[src/rtl/bit_shift_flag_unit_consts.svh]
// Constants for the bit, shift and flag execution unit.
// Assumes inclusion by bare name from any file that needs them.
`ifndef BIT_SHIFT_FLAG_UNIT_CONSTS_SVH
`define BIT_SHIFT_FLAG_UNIT_CONSTS_SVH

// ===========================================================
// Status register bit positions
`define FLAG_C 3'h0
`define FLAG_Z 3'h1
`define FLAG_N 3'h2
`define FLAG_V 3'h3
`define FLAG_S 3'h4
`define FLAG_H 3'h5
`define FLAG_T 3'h6
`define FLAG_I 3'h7

// ===========================================================
// Reset values and widths
`define STATUS_RESET 8'h00
`define DATA_RESET 8'h00
`define DATA_WIDTH 8

`endif

[src/rtl/bit_shift_flag_pkg.sv]
// Types shared by the bit, shift and flag execution unit.
// Assumes nothing beyond a SystemVerilog compiler.
package bit_shift_flag_pkg;

  // ===========================================================
  // Operation codes presented by the decoder
  typedef enum logic [3:0] {
    op_none,
    no_operation_op,
    io_bit_set_op,
    io_bit_clear_op,
    shift_left_logical_op,
    shift_right_logical_op,
    rotate_left_carry_op,
    rotate_right_carry_op,
    shift_right_arith_op,
    swap_nibbles_op,
    flag_set_generic_op,
    flag_clear_generic_op,
    bit_to_transfer_flag_op,
    transfer_flag_to_bit_op
  } op_e;

  // ===========================================================
  // Sequencer states
  typedef enum logic {
    st_idle,
    st_io_write
  } state_e;

endpackage : bit_shift_flag_pkg

[src/rtl/bit_shift_flag_unit.sv]
// Execution unit for bit, shift, rotate, swap and status flag operations.
// Assumes a decoder presents one operation with op_valid while busy_q low.
`timescale 1ns/1ns
`include "bit_shift_flag_unit_consts.svh"
module bit_shift_flag_unit
(
  input wire logic sys_clk,
  input wire logic rst,
  input wire logic op_valid,
  input bit_shift_flag_pkg::op_e op_code,
  input wire logic [7:0] reg_in,
  input wire logic [2:0] bit_sel,
  input wire logic [2:0] flag_sel,
  input wire logic [7:0] io_in,
  output logic busy_q,
  output logic done_q,
  output logic [7:0] result_q,
  output logic result_we_q,
  output logic [7:0] io_out_q,
  output logic io_we_q,
  output logic [7:0] status_q
);
  import bit_shift_flag_pkg::*;

  // ===========================================================
  // Decode
  state_e state_q;
  state_e state_d;
  logic [7:0] result_d;
  logic result_we_d;
  logic [7:0] io_out_d;
  logic io_we_d;
  logic [7:0] status_d;
  logic done_d;
  logic [7:0] sh_res;
  logic sh_c;
  logic sh_z;
  logic sh_n;
  logic sh_v;
  wire take = op_valid && (state_q == st_idle);
  wire [7:0] bit_mask = 8'h01 << bit_sel;
  wire [7:0] flag_mask = 8'h01 << flag_sel;
  wire is_shift = (op_code == shift_left_logical_op)
    || (op_code == shift_right_logical_op)
    || (op_code == rotate_left_carry_op)
    || (op_code == rotate_right_carry_op)
    || (op_code == shift_right_arith_op);
  wire [7:0] sznv_mask = (8'h01 << `FLAG_C) | (8'h01 << `FLAG_Z)
    | (8'h01 << `FLAG_N) | (8'h01 << `FLAG_V);
  wire [7:0] shift_flags = ({7'h00, sh_c} << `FLAG_C)
    | ({7'h00, sh_z} << `FLAG_Z) | ({7'h00, sh_n} << `FLAG_N)
    | ({7'h00, sh_v} << `FLAG_V);
  wire [7:0] shift_status = (status_q & ~sznv_mask) | shift_flags;
  wire t_flag = status_q[`FLAG_T];
  wire [7:0] t_mask = 8'h01 << `FLAG_T;

  shift_rotate_core u_shift (
    .op(op_code),
    .value(reg_in),
    .carry_in(status_q[`FLAG_C]),
    .res(sh_res),
    .c_out(sh_c),
    .z_out(sh_z),
    .n_out(sh_n),
    .v_out(sh_v)
  );

  // ===========================================================
  // Next state
  always_comb
  begin
    state_d = state_q;
    result_d = result_q;
    result_we_d = 1'b0;
    io_out_d = io_out_q;
    io_we_d = 1'b0;
    status_d = status_q;
    done_d = 1'b0;
    case (state_q)
      st_idle:
      begin
        if (take)
        begin
          done_d = 1'b1;
          if (is_shift)
          begin
            result_d = sh_res;
            result_we_d = 1'b1;
            status_d = shift_status;
          end
          case (op_code)
            io_bit_set_op:
            begin
              // Write waits a cycle so the port sees a stable value
              io_out_d = io_in | bit_mask;
              state_d = st_io_write;
              done_d = 1'b0;
            end
            io_bit_clear_op:
            begin
              io_out_d = io_in & ~bit_mask;
              state_d = st_io_write;
              done_d = 1'b0;
            end
            swap_nibbles_op:
            begin
              result_d = {reg_in[3:0], reg_in[7:4]};
              result_we_d = 1'b1;
            end
            flag_set_generic_op:
              status_d = status_q | flag_mask;
            flag_clear_generic_op:
              status_d = status_q & ~flag_mask;
            bit_to_transfer_flag_op:
              status_d = reg_in[bit_sel] ? (status_q | t_mask)
                : (status_q & ~t_mask);
            transfer_flag_to_bit_op:
            begin
              result_d = t_flag ? (reg_in | bit_mask)
                : (reg_in & ~bit_mask);
              result_we_d = 1'b1;
            end
            default:
              state_d = st_idle;
          endcase
        end
      end
      st_io_write:
      begin
        io_we_d = 1'b1;
        done_d = 1'b1;
        state_d = st_idle;
      end
      default:
        state_d = st_idle;
    endcase
  end

  // ===========================================================
  // Registers
  always_ff @(posedge sys_clk)
  begin
    if (rst)
    begin
      state_q <= st_idle;
      busy_q <= 1'b0;
      done_q <= 1'b0;
      result_q <= `DATA_RESET;
      result_we_q <= 1'b0;
      io_out_q <= `DATA_RESET;
      io_we_q <= 1'b0;
      status_q <= `STATUS_RESET;
    end
    else
    begin
      state_q <= state_d;
      busy_q <= (state_d != st_idle);
      done_q <= done_d;
      result_q <= result_d;
      result_we_q <= result_we_d;
      io_out_q <= io_out_d;
      io_we_q <= io_we_d;
      status_q <= status_d;
    end
  end
endmodule : bit_shift_flag_unit

[src/rtl/shift_rotate_core.sv]
// Combinational shift and rotate datapath with its Z, C, N, V results.
// Assumes the caller registers the outputs on the core clock.
`timescale 1ns/1ns
module shift_rotate_core
  import bit_shift_flag_pkg::*;
(
  input bit_shift_flag_pkg::op_e op,
  input wire logic [7:0] value,
  input wire logic carry_in,
  output logic [7:0] res,
  output logic c_out,
  output logic z_out,
  output logic n_out,
  output logic v_out
);

  // ===========================================================
  // Data path
  always_comb
  begin
    res = value;
    c_out = carry_in;
    case (op)
      shift_left_logical_op:
      begin
        res = {value[6:0], 1'b0};
        c_out = value[7];
      end
      shift_right_logical_op:
      begin
        res = {1'b0, value[7:1]};
        c_out = value[0];
      end
      rotate_left_carry_op:
      begin
        res = {value[6:0], carry_in};
        c_out = value[7];
      end
      rotate_right_carry_op:
      begin
        res = {carry_in, value[7:1]};
        c_out = value[0];
      end
      shift_right_arith_op:
      begin
        res = {value[7], value[7:1]};
        c_out = value[0];
      end
      default:
      begin
        res = value;
        c_out = carry_in;
      end
    endcase
  end

  // Overflow is N xor C after the shift, as for every shift here
  assign z_out = (res == 8'h00);
  assign n_out = res[7];
  assign v_out = n_out ^ c_out;

endmodule : shift_rotate_core
[config.mk]
export PLATFORM = sky130hd
export DESIGN_NAME = bit_shift_flag_unit
export DESIGN_NICKNAME = d
export VERILOG_FILES = /design/src/rtl/bit_shift_flag_pkg.sv /design/src/rtl/bit_shift_flag_unit.sv /design/src/rtl/shift_rotate_core.sv
export VERILOG_INCLUDE_DIRS = /design/src /design/src/rtl
export SDC_FILE = /design/constraint.sdc
export NUM_CORES = 1
export LEC_CHECK = 0
export BUFFER_PORTS_ARGS = -buffer_cell sky130_fd_sc_hd__clkbuf_2
export CORE_MARGIN = 2
export CORE_UTILIZATION = 52
export DETAILED_ROUTE_END_ITERATION = 6
export PLACE_DENSITY_LB_ADDON = 0.05
export SYNTH_ARGS = -nofsm -noshare
export SYNTH_HDL_FRONTEND = slang
export SYNTH_SLANG_ARGS = --single-unit
[constraint.sdc]
create_clock -name sys_clk -period 2.59 [get_ports sys_clk]
set_input_delay 0.259 -clock sys_clk [delete_from_list [all_inputs] [get_ports sys_clk]]
set_output_delay 0.259 -clock sys_clk [all_outputs]
set_load 0.1 [all_outputs]
# ---- Word level (Yosys, flattened, before mapping)
# Cells that the tools add are included.
dict set report op_classes {
  n_reduce_logical 19
  n_lt_le_gt_ge 1
  mux 20
  n_bitwise 16
  shifts 2
  eq_ne 12
}
# cell count
set ops {}
lappend ops {{$pmux W8 S5} 1}
lappend ops {{$pmux W8 S2} 2}
lappend ops {{$and A8 B8 Y8} 3}
lappend ops {{$eq A4 B4 Y1 const B} 6}
lappend ops {{$mux W8} 3}
lappend ops {{$or A8 B8 Y8} 3}
lappend ops {{$pmux W8 S3} 1}
lappend ops {{$eq A4 B3 Y1 const B} 4}
lappend ops {{$not A8 Y8} 2}
lappend ops {{$shl A1 B3 Y8 const A} 2}
lappend ops {{$reduce_and A3 Y1} 3}
lappend ops {{$eq A4 B2 Y1 const B} 2}
lappend ops {{$logic_not A8 Y1} 1}
lappend ops {{$mux W1} 8}
lappend ops {{$or A8 B4 Y8} 1}
lappend ops {{$mux W7} 1}
lappend ops {{$pmux W1 S2} 3}
lappend ops {{$reduce_bool A3 Y1} 2}
lappend ops {{$reduce_or A2 Y1} 3}
lappend ops {{$reduce_or A3 Y1} 2}
lappend ops {{$logic_or A1 B1 Y1} 4}
lappend ops {{$lt A3 B4 Y1 const B} 1}
lappend ops {{$or A3 B4 Y4} 1}
lappend ops {{$reduce_and A4 Y1} 1}
lappend ops {{other kinds (8)} 10}
dict set report word_totals {
  output_inout_bits 28
  regBits 28
  wordCells 78
}

# ---- Longest topological paths before layout
dict set report depth {
  word_depth 9
  ltp_mapped 8
  ltp_nobuf 6
}

# ---- Modules after synthesis
# A second synthesis with hierarchy kept.
dict set report hier_totals {
  cells_unflattened 272
  area_unflattened_um2 2188.3
}
# mod cells_each area_each_um2 seq_area_each_um2 instances
set modules_own_cells {}
lappend modules_own_cells {bit_shift_flag_unit 207 1747.9 560.5 1}
lappend modules_own_cells {shift_rotate_core 65 440.4 0.0 1}

# ---- Least setup slack after synthesis
# No wires, ideal clock.
dict set report synth_path {
  kind {register to register}
  start {register state_q}
  end {register status_q[1]}
  synth_period_minus_slack_ns 2.042
  arrival_ns 1.982
  path_buffers 1
  t_required_ns 2.530
  stages_incl_launch_ff 7
  slack_ns 0.548
  setup_ns 0.060
  cell_sequence {dfxtp_1 nor2b_1 clkbuf_1 o21ai_0 or4_1 a21oi_1 a41o_1}
}
dict set report synth_via {
  elab_chain_cells 3
}
# item line_no
set synth_lines {}
lappend synth_lines {{from (decl)} bit_shift_flag_unit.sv:27} ;# state_e state_q;
lappend synth_lines {{from (signal assigned)} bit_shift_flag_unit.sv:145} ;# state_q <= st_idle;
lappend synth_lines {{from (signal assigned)} bit_shift_flag_unit.sv:156} ;# state_q <= state_d;
lappend synth_lines {{$not A1 Y1 (*)} n/a}
lappend synth_lines {{$logic_and A1 B1 Y1} bit_shift_flag_unit.sv:40} ;# wire take = op_valid && (state_q == st_idle);
lappend synth_lines {{$reduce_and A4 Y1 (no source line) (*)} n/a}
lappend synth_lines {{to (signal assigned)} bit_shift_flag_unit.sv:152} ;# status_q <= `STATUS_RESET;
lappend synth_lines {{to (signal assigned)} bit_shift_flag_unit.sv:163} ;# status_q <= status_d;
lappend synth_lines {{to (decl)} bit_shift_flag_unit.sv:21} ;# output logic [7:0] status_q
# Mark *: on every way between the ends. The rest lies on a longest branch, timed or not.
# A chain may end at the register's enable or synchronous reset.

# ---- Final worst setup path
dict set report layout_path {
  start {input port op_code[3]}
  end {register status_q[1]}
}
dict set report layout_via {
  elab_chain_cells 9
  word_cells_on_any_way 23
  classes_between {eq/ne (8); mux (3); bitwise (5); reduce/logical (7)}
}
# item line_no
set layout_lines {}
lappend layout_lines {{from (decl)} bit_shift_flag_unit.sv:10} ;# input bit_shift_flag_pkg::op_e op_code,
lappend layout_lines {{$eq A4 B4 Y1 (tied with other cells)} {bit_shift_flag_unit.sv:47, shift_rotate_core.sv:23}}
lappend layout_lines {{$pmux W8 S5} shift_rotate_core.sv:23} ;# case (op)
lappend layout_lines {{$logic_not A8 Y1} shift_rotate_core.sv:58} ;# assign z_out = (res == 8'h00);
lappend layout_lines {{$or A1 B2 Y2} bit_shift_flag_unit.sv:50} ;# wire [7:0] shift_flags = ({7'h00, sh_c} << `FLAG_C)
lappend layout_lines {{$or A2 B3 Y3} bit_shift_flag_unit.sv:50}
lappend layout_lines {{$or A3 B4 Y4} bit_shift_flag_unit.sv:50}
lappend layout_lines {{$or A8 B4 Y8} bit_shift_flag_unit.sv:53} ;# wire [7:0] shift_status = (status_q & ~sznv_mask) | shift_flags;
lappend layout_lines {{$mux W8} bit_shift_flag_unit.sv:85} ;# if (is_shift)
lappend layout_lines {{$pmux W8 S3} bit_shift_flag_unit.sv:91} ;# case (op_code)
# Several ways; a longest one is shown, not always the timed one. The select of a mux whose other input is x is not followed.

==> flow_summary.toml <==
[placement]
port_buffers = 56
pre_cts_ws_ps = 569.0
dpl_cell_area_mm2 = 0.002252
gp_congestion = 0.8883
hpwl_mm = 3.924

[clocking]
post_cts_buffers = 0
cts_tree = "yes"
hold_buffers = 0
insertion_delay_ps = 280
post_cts_resized = 0
h-tree-depth = 1
clk_pin_slew_ps = 100
root_buffer = "clkbuf_8"
clock_sinks = 28
max-clock-path-buffers = 2
cts_buffers = 3

[power_and_ir_drop]
finalPower_uw = 1198
p_leak_uw = 0.0009676
peakVddDrop_mv = 0.2991
power_density_mw_per_mm2 = 515.7

[grt]
overflow = 0
grt_max_degree = 30
grt_pass1_vias = 1879
grt_pass1_wl_mm = 9.108
antenna_found_initial = 0
grt.total_usage_pct = 26.74

[floorplanning]
die_h_um = 65.76
core_mm2 = 0.003661
row_count = 22
ios = 57
fp.dieW_um = 65.76
initial_core_util_pct = 54.17
die_area_mm2 = 0.004324

[yosys]
synth-seq-cells = 28
synth_xor_area_share_pct = 0.4416
yosys.area.top_type = "dfxtp_1"
netlist_top_cells_count = "nor2_1, dfxtp_1, a21oi_1"
synth_edf_count = 0
synth_simple_gate_area_share_pct = 26.25
synthAdderAreaFrac_pct = 0
yosys-top-cells-area = "dfxtp_1, nor2_1, mux2i_1"
synth_fp_nets = 291
yosysSeqAreaShare_pct = 28.26
syn_avg_cell_area_um2 = 7.569
synth_compound_area_share_pct = 28.33
syn_area_mm2 = 0.001983
yosysMostFrequentCell = "nor2_1"
synth_top_family_by_area = "compound AO/OA/AOI/OAI gates"
synthCells = 262
synthMuxAreaShare_pct = 9.905
yosys.cell_types.count = 42
ys.flop_type = "dfxtp_1"
postSynth.asyncResetShare_pct = 0
synth_top_area_share_pct = 28.26
yosysWarnings = 0

[layout]
final_area_mm2 = 0.002323
final_layout_size_suffix_gt1_share_pct = 24.09
antenna_cells = 0
filler_cell_count = 346
layout.nets = 333
area.growth.synth_to_final_pct = 17.16

[drt]
drt_iter0_markers = 127
wl_met1_mm = 2.420
wirelength_mm = 5.266
postRouteAntennaNets = 0
dr_wl_met2_mm = 2.493
drt_pass1_iterations = 4
routedWlPerCell_um = 15.00
drcViolationCount = 0
via_count = 2078
viasPerCell = 5.920
wl_met3_um = 287
top_layer_used = "met4"

[worst_setup_path]
critical_path.max_stage_delay_ps = 460
crit_path_frequent_cell = "o22a_1"
cp_slowest_cell = "or3b_4"
worst-path-max-fanout = 12
worstPathCellList = "clkbuf_2 -> or3b_4 -> o22a_1 -> o22a_1 -> or3_1 -> o21ai_1 -> a41o_1"
path_class = "primary input to flop"
end_kind = "flop"
cp.arrival_ps = 1980
required_ps = 2820
startpoint_type = "primary input"

[timing]
holdWs_ps = 226.9
finClkSkew_ps = 2.469
fmax_mhz = 571.1
timing.final.crit_period_ps = 1751
hold_viol = 0
period_share_pct = 67.60
max_slew_margin_pct = 59.64
rsz0062_at_grt = "no"
tns_ps = 0
setup_viol = 0
setup_ws_ps = 839.0
drv_slew = 0
worstMarginPinSlew_ps = 605.4

[run]
max-cap-violations = 0

[min_path]
hp-class = "primary input to flop"

[run_status]
status = "completed"
cells in the final DEF (no fill, tap or decap), drive strengths merged, types with 7 or more instances in the layout:
cell	n
dfxtp	28
mux2i	14
nor3	11
o22a	7
clkbuf	59
a311oi	12
o211ai	7
nor2	52
o21ai	10
buf	7
a21oi	20
nand2	11
cells by family after synthesis:
logic type | after synthesis
multiplexers | 17
AND/OR/NAND/NOR | 107
buffers and inverters | 29
flip-flops | 28
XOR/XNOR | 1
AO/OA/AOI/OAI | 80
through the flow:
step                instances  utilization [%]
detailed placement        347            61.52
finish                    351            63.47
global placement          347            61.52
floorplan                 262                -
global route              351            63.47
CTS                       351            63.47
critical path: cells and delay by family:
family                 cells  cell delay, ps
buffers and inverters      1             200
AO/OA/AOI/OAI              4             710
AND/OR/NAND/NOR            2             820
per-layer routing:
layer	up-vias	global-route usage (%)
li1	1053	-
met1	937	36.22
met2	80	43.18
met3	8	5.308
met4	0	7.031
met5	-	0
worst paths after layout:
| kind | depth (start not counted) | slack (ps) | to | from |
|---|---|---|---|---|
| worst max-delay path | 7 | 840 | status_q[1] | op_code[3] |
| worst min-delay path | 3 | 230 | done_q | op_valid |
| worst max register to register | 6 | 860 | status_q[1] | state_q |
| worst min register to register | 2 | 500 | io_out_q[3] | io_out_q[3] |
where the power goes:
part | internal [uW] | leakage [uW] | switching (uW)
registers | 449 | 0.000228 | 13.3
clock network | 207 | 0.0000357 | 141
logic | 109 | 0.000704 | 279
total | 765 | 0.000968 | 433
cell type report:
cell class	instances	area, um^2	area share [%]
Tap cell	48	60.06	2.585
Sequential cell	28	560.5	24.12
Multi-Input combinational cell	205	1287	55.41
Timing Repair Buffer	63	332.8	14.32
Clock inverter	1	30.03	1.292
Inverter	3	11.26	0.4847
Clock buffer	3	41.29	1.777
Note: power is estimated with default switching activity, not from simulation.
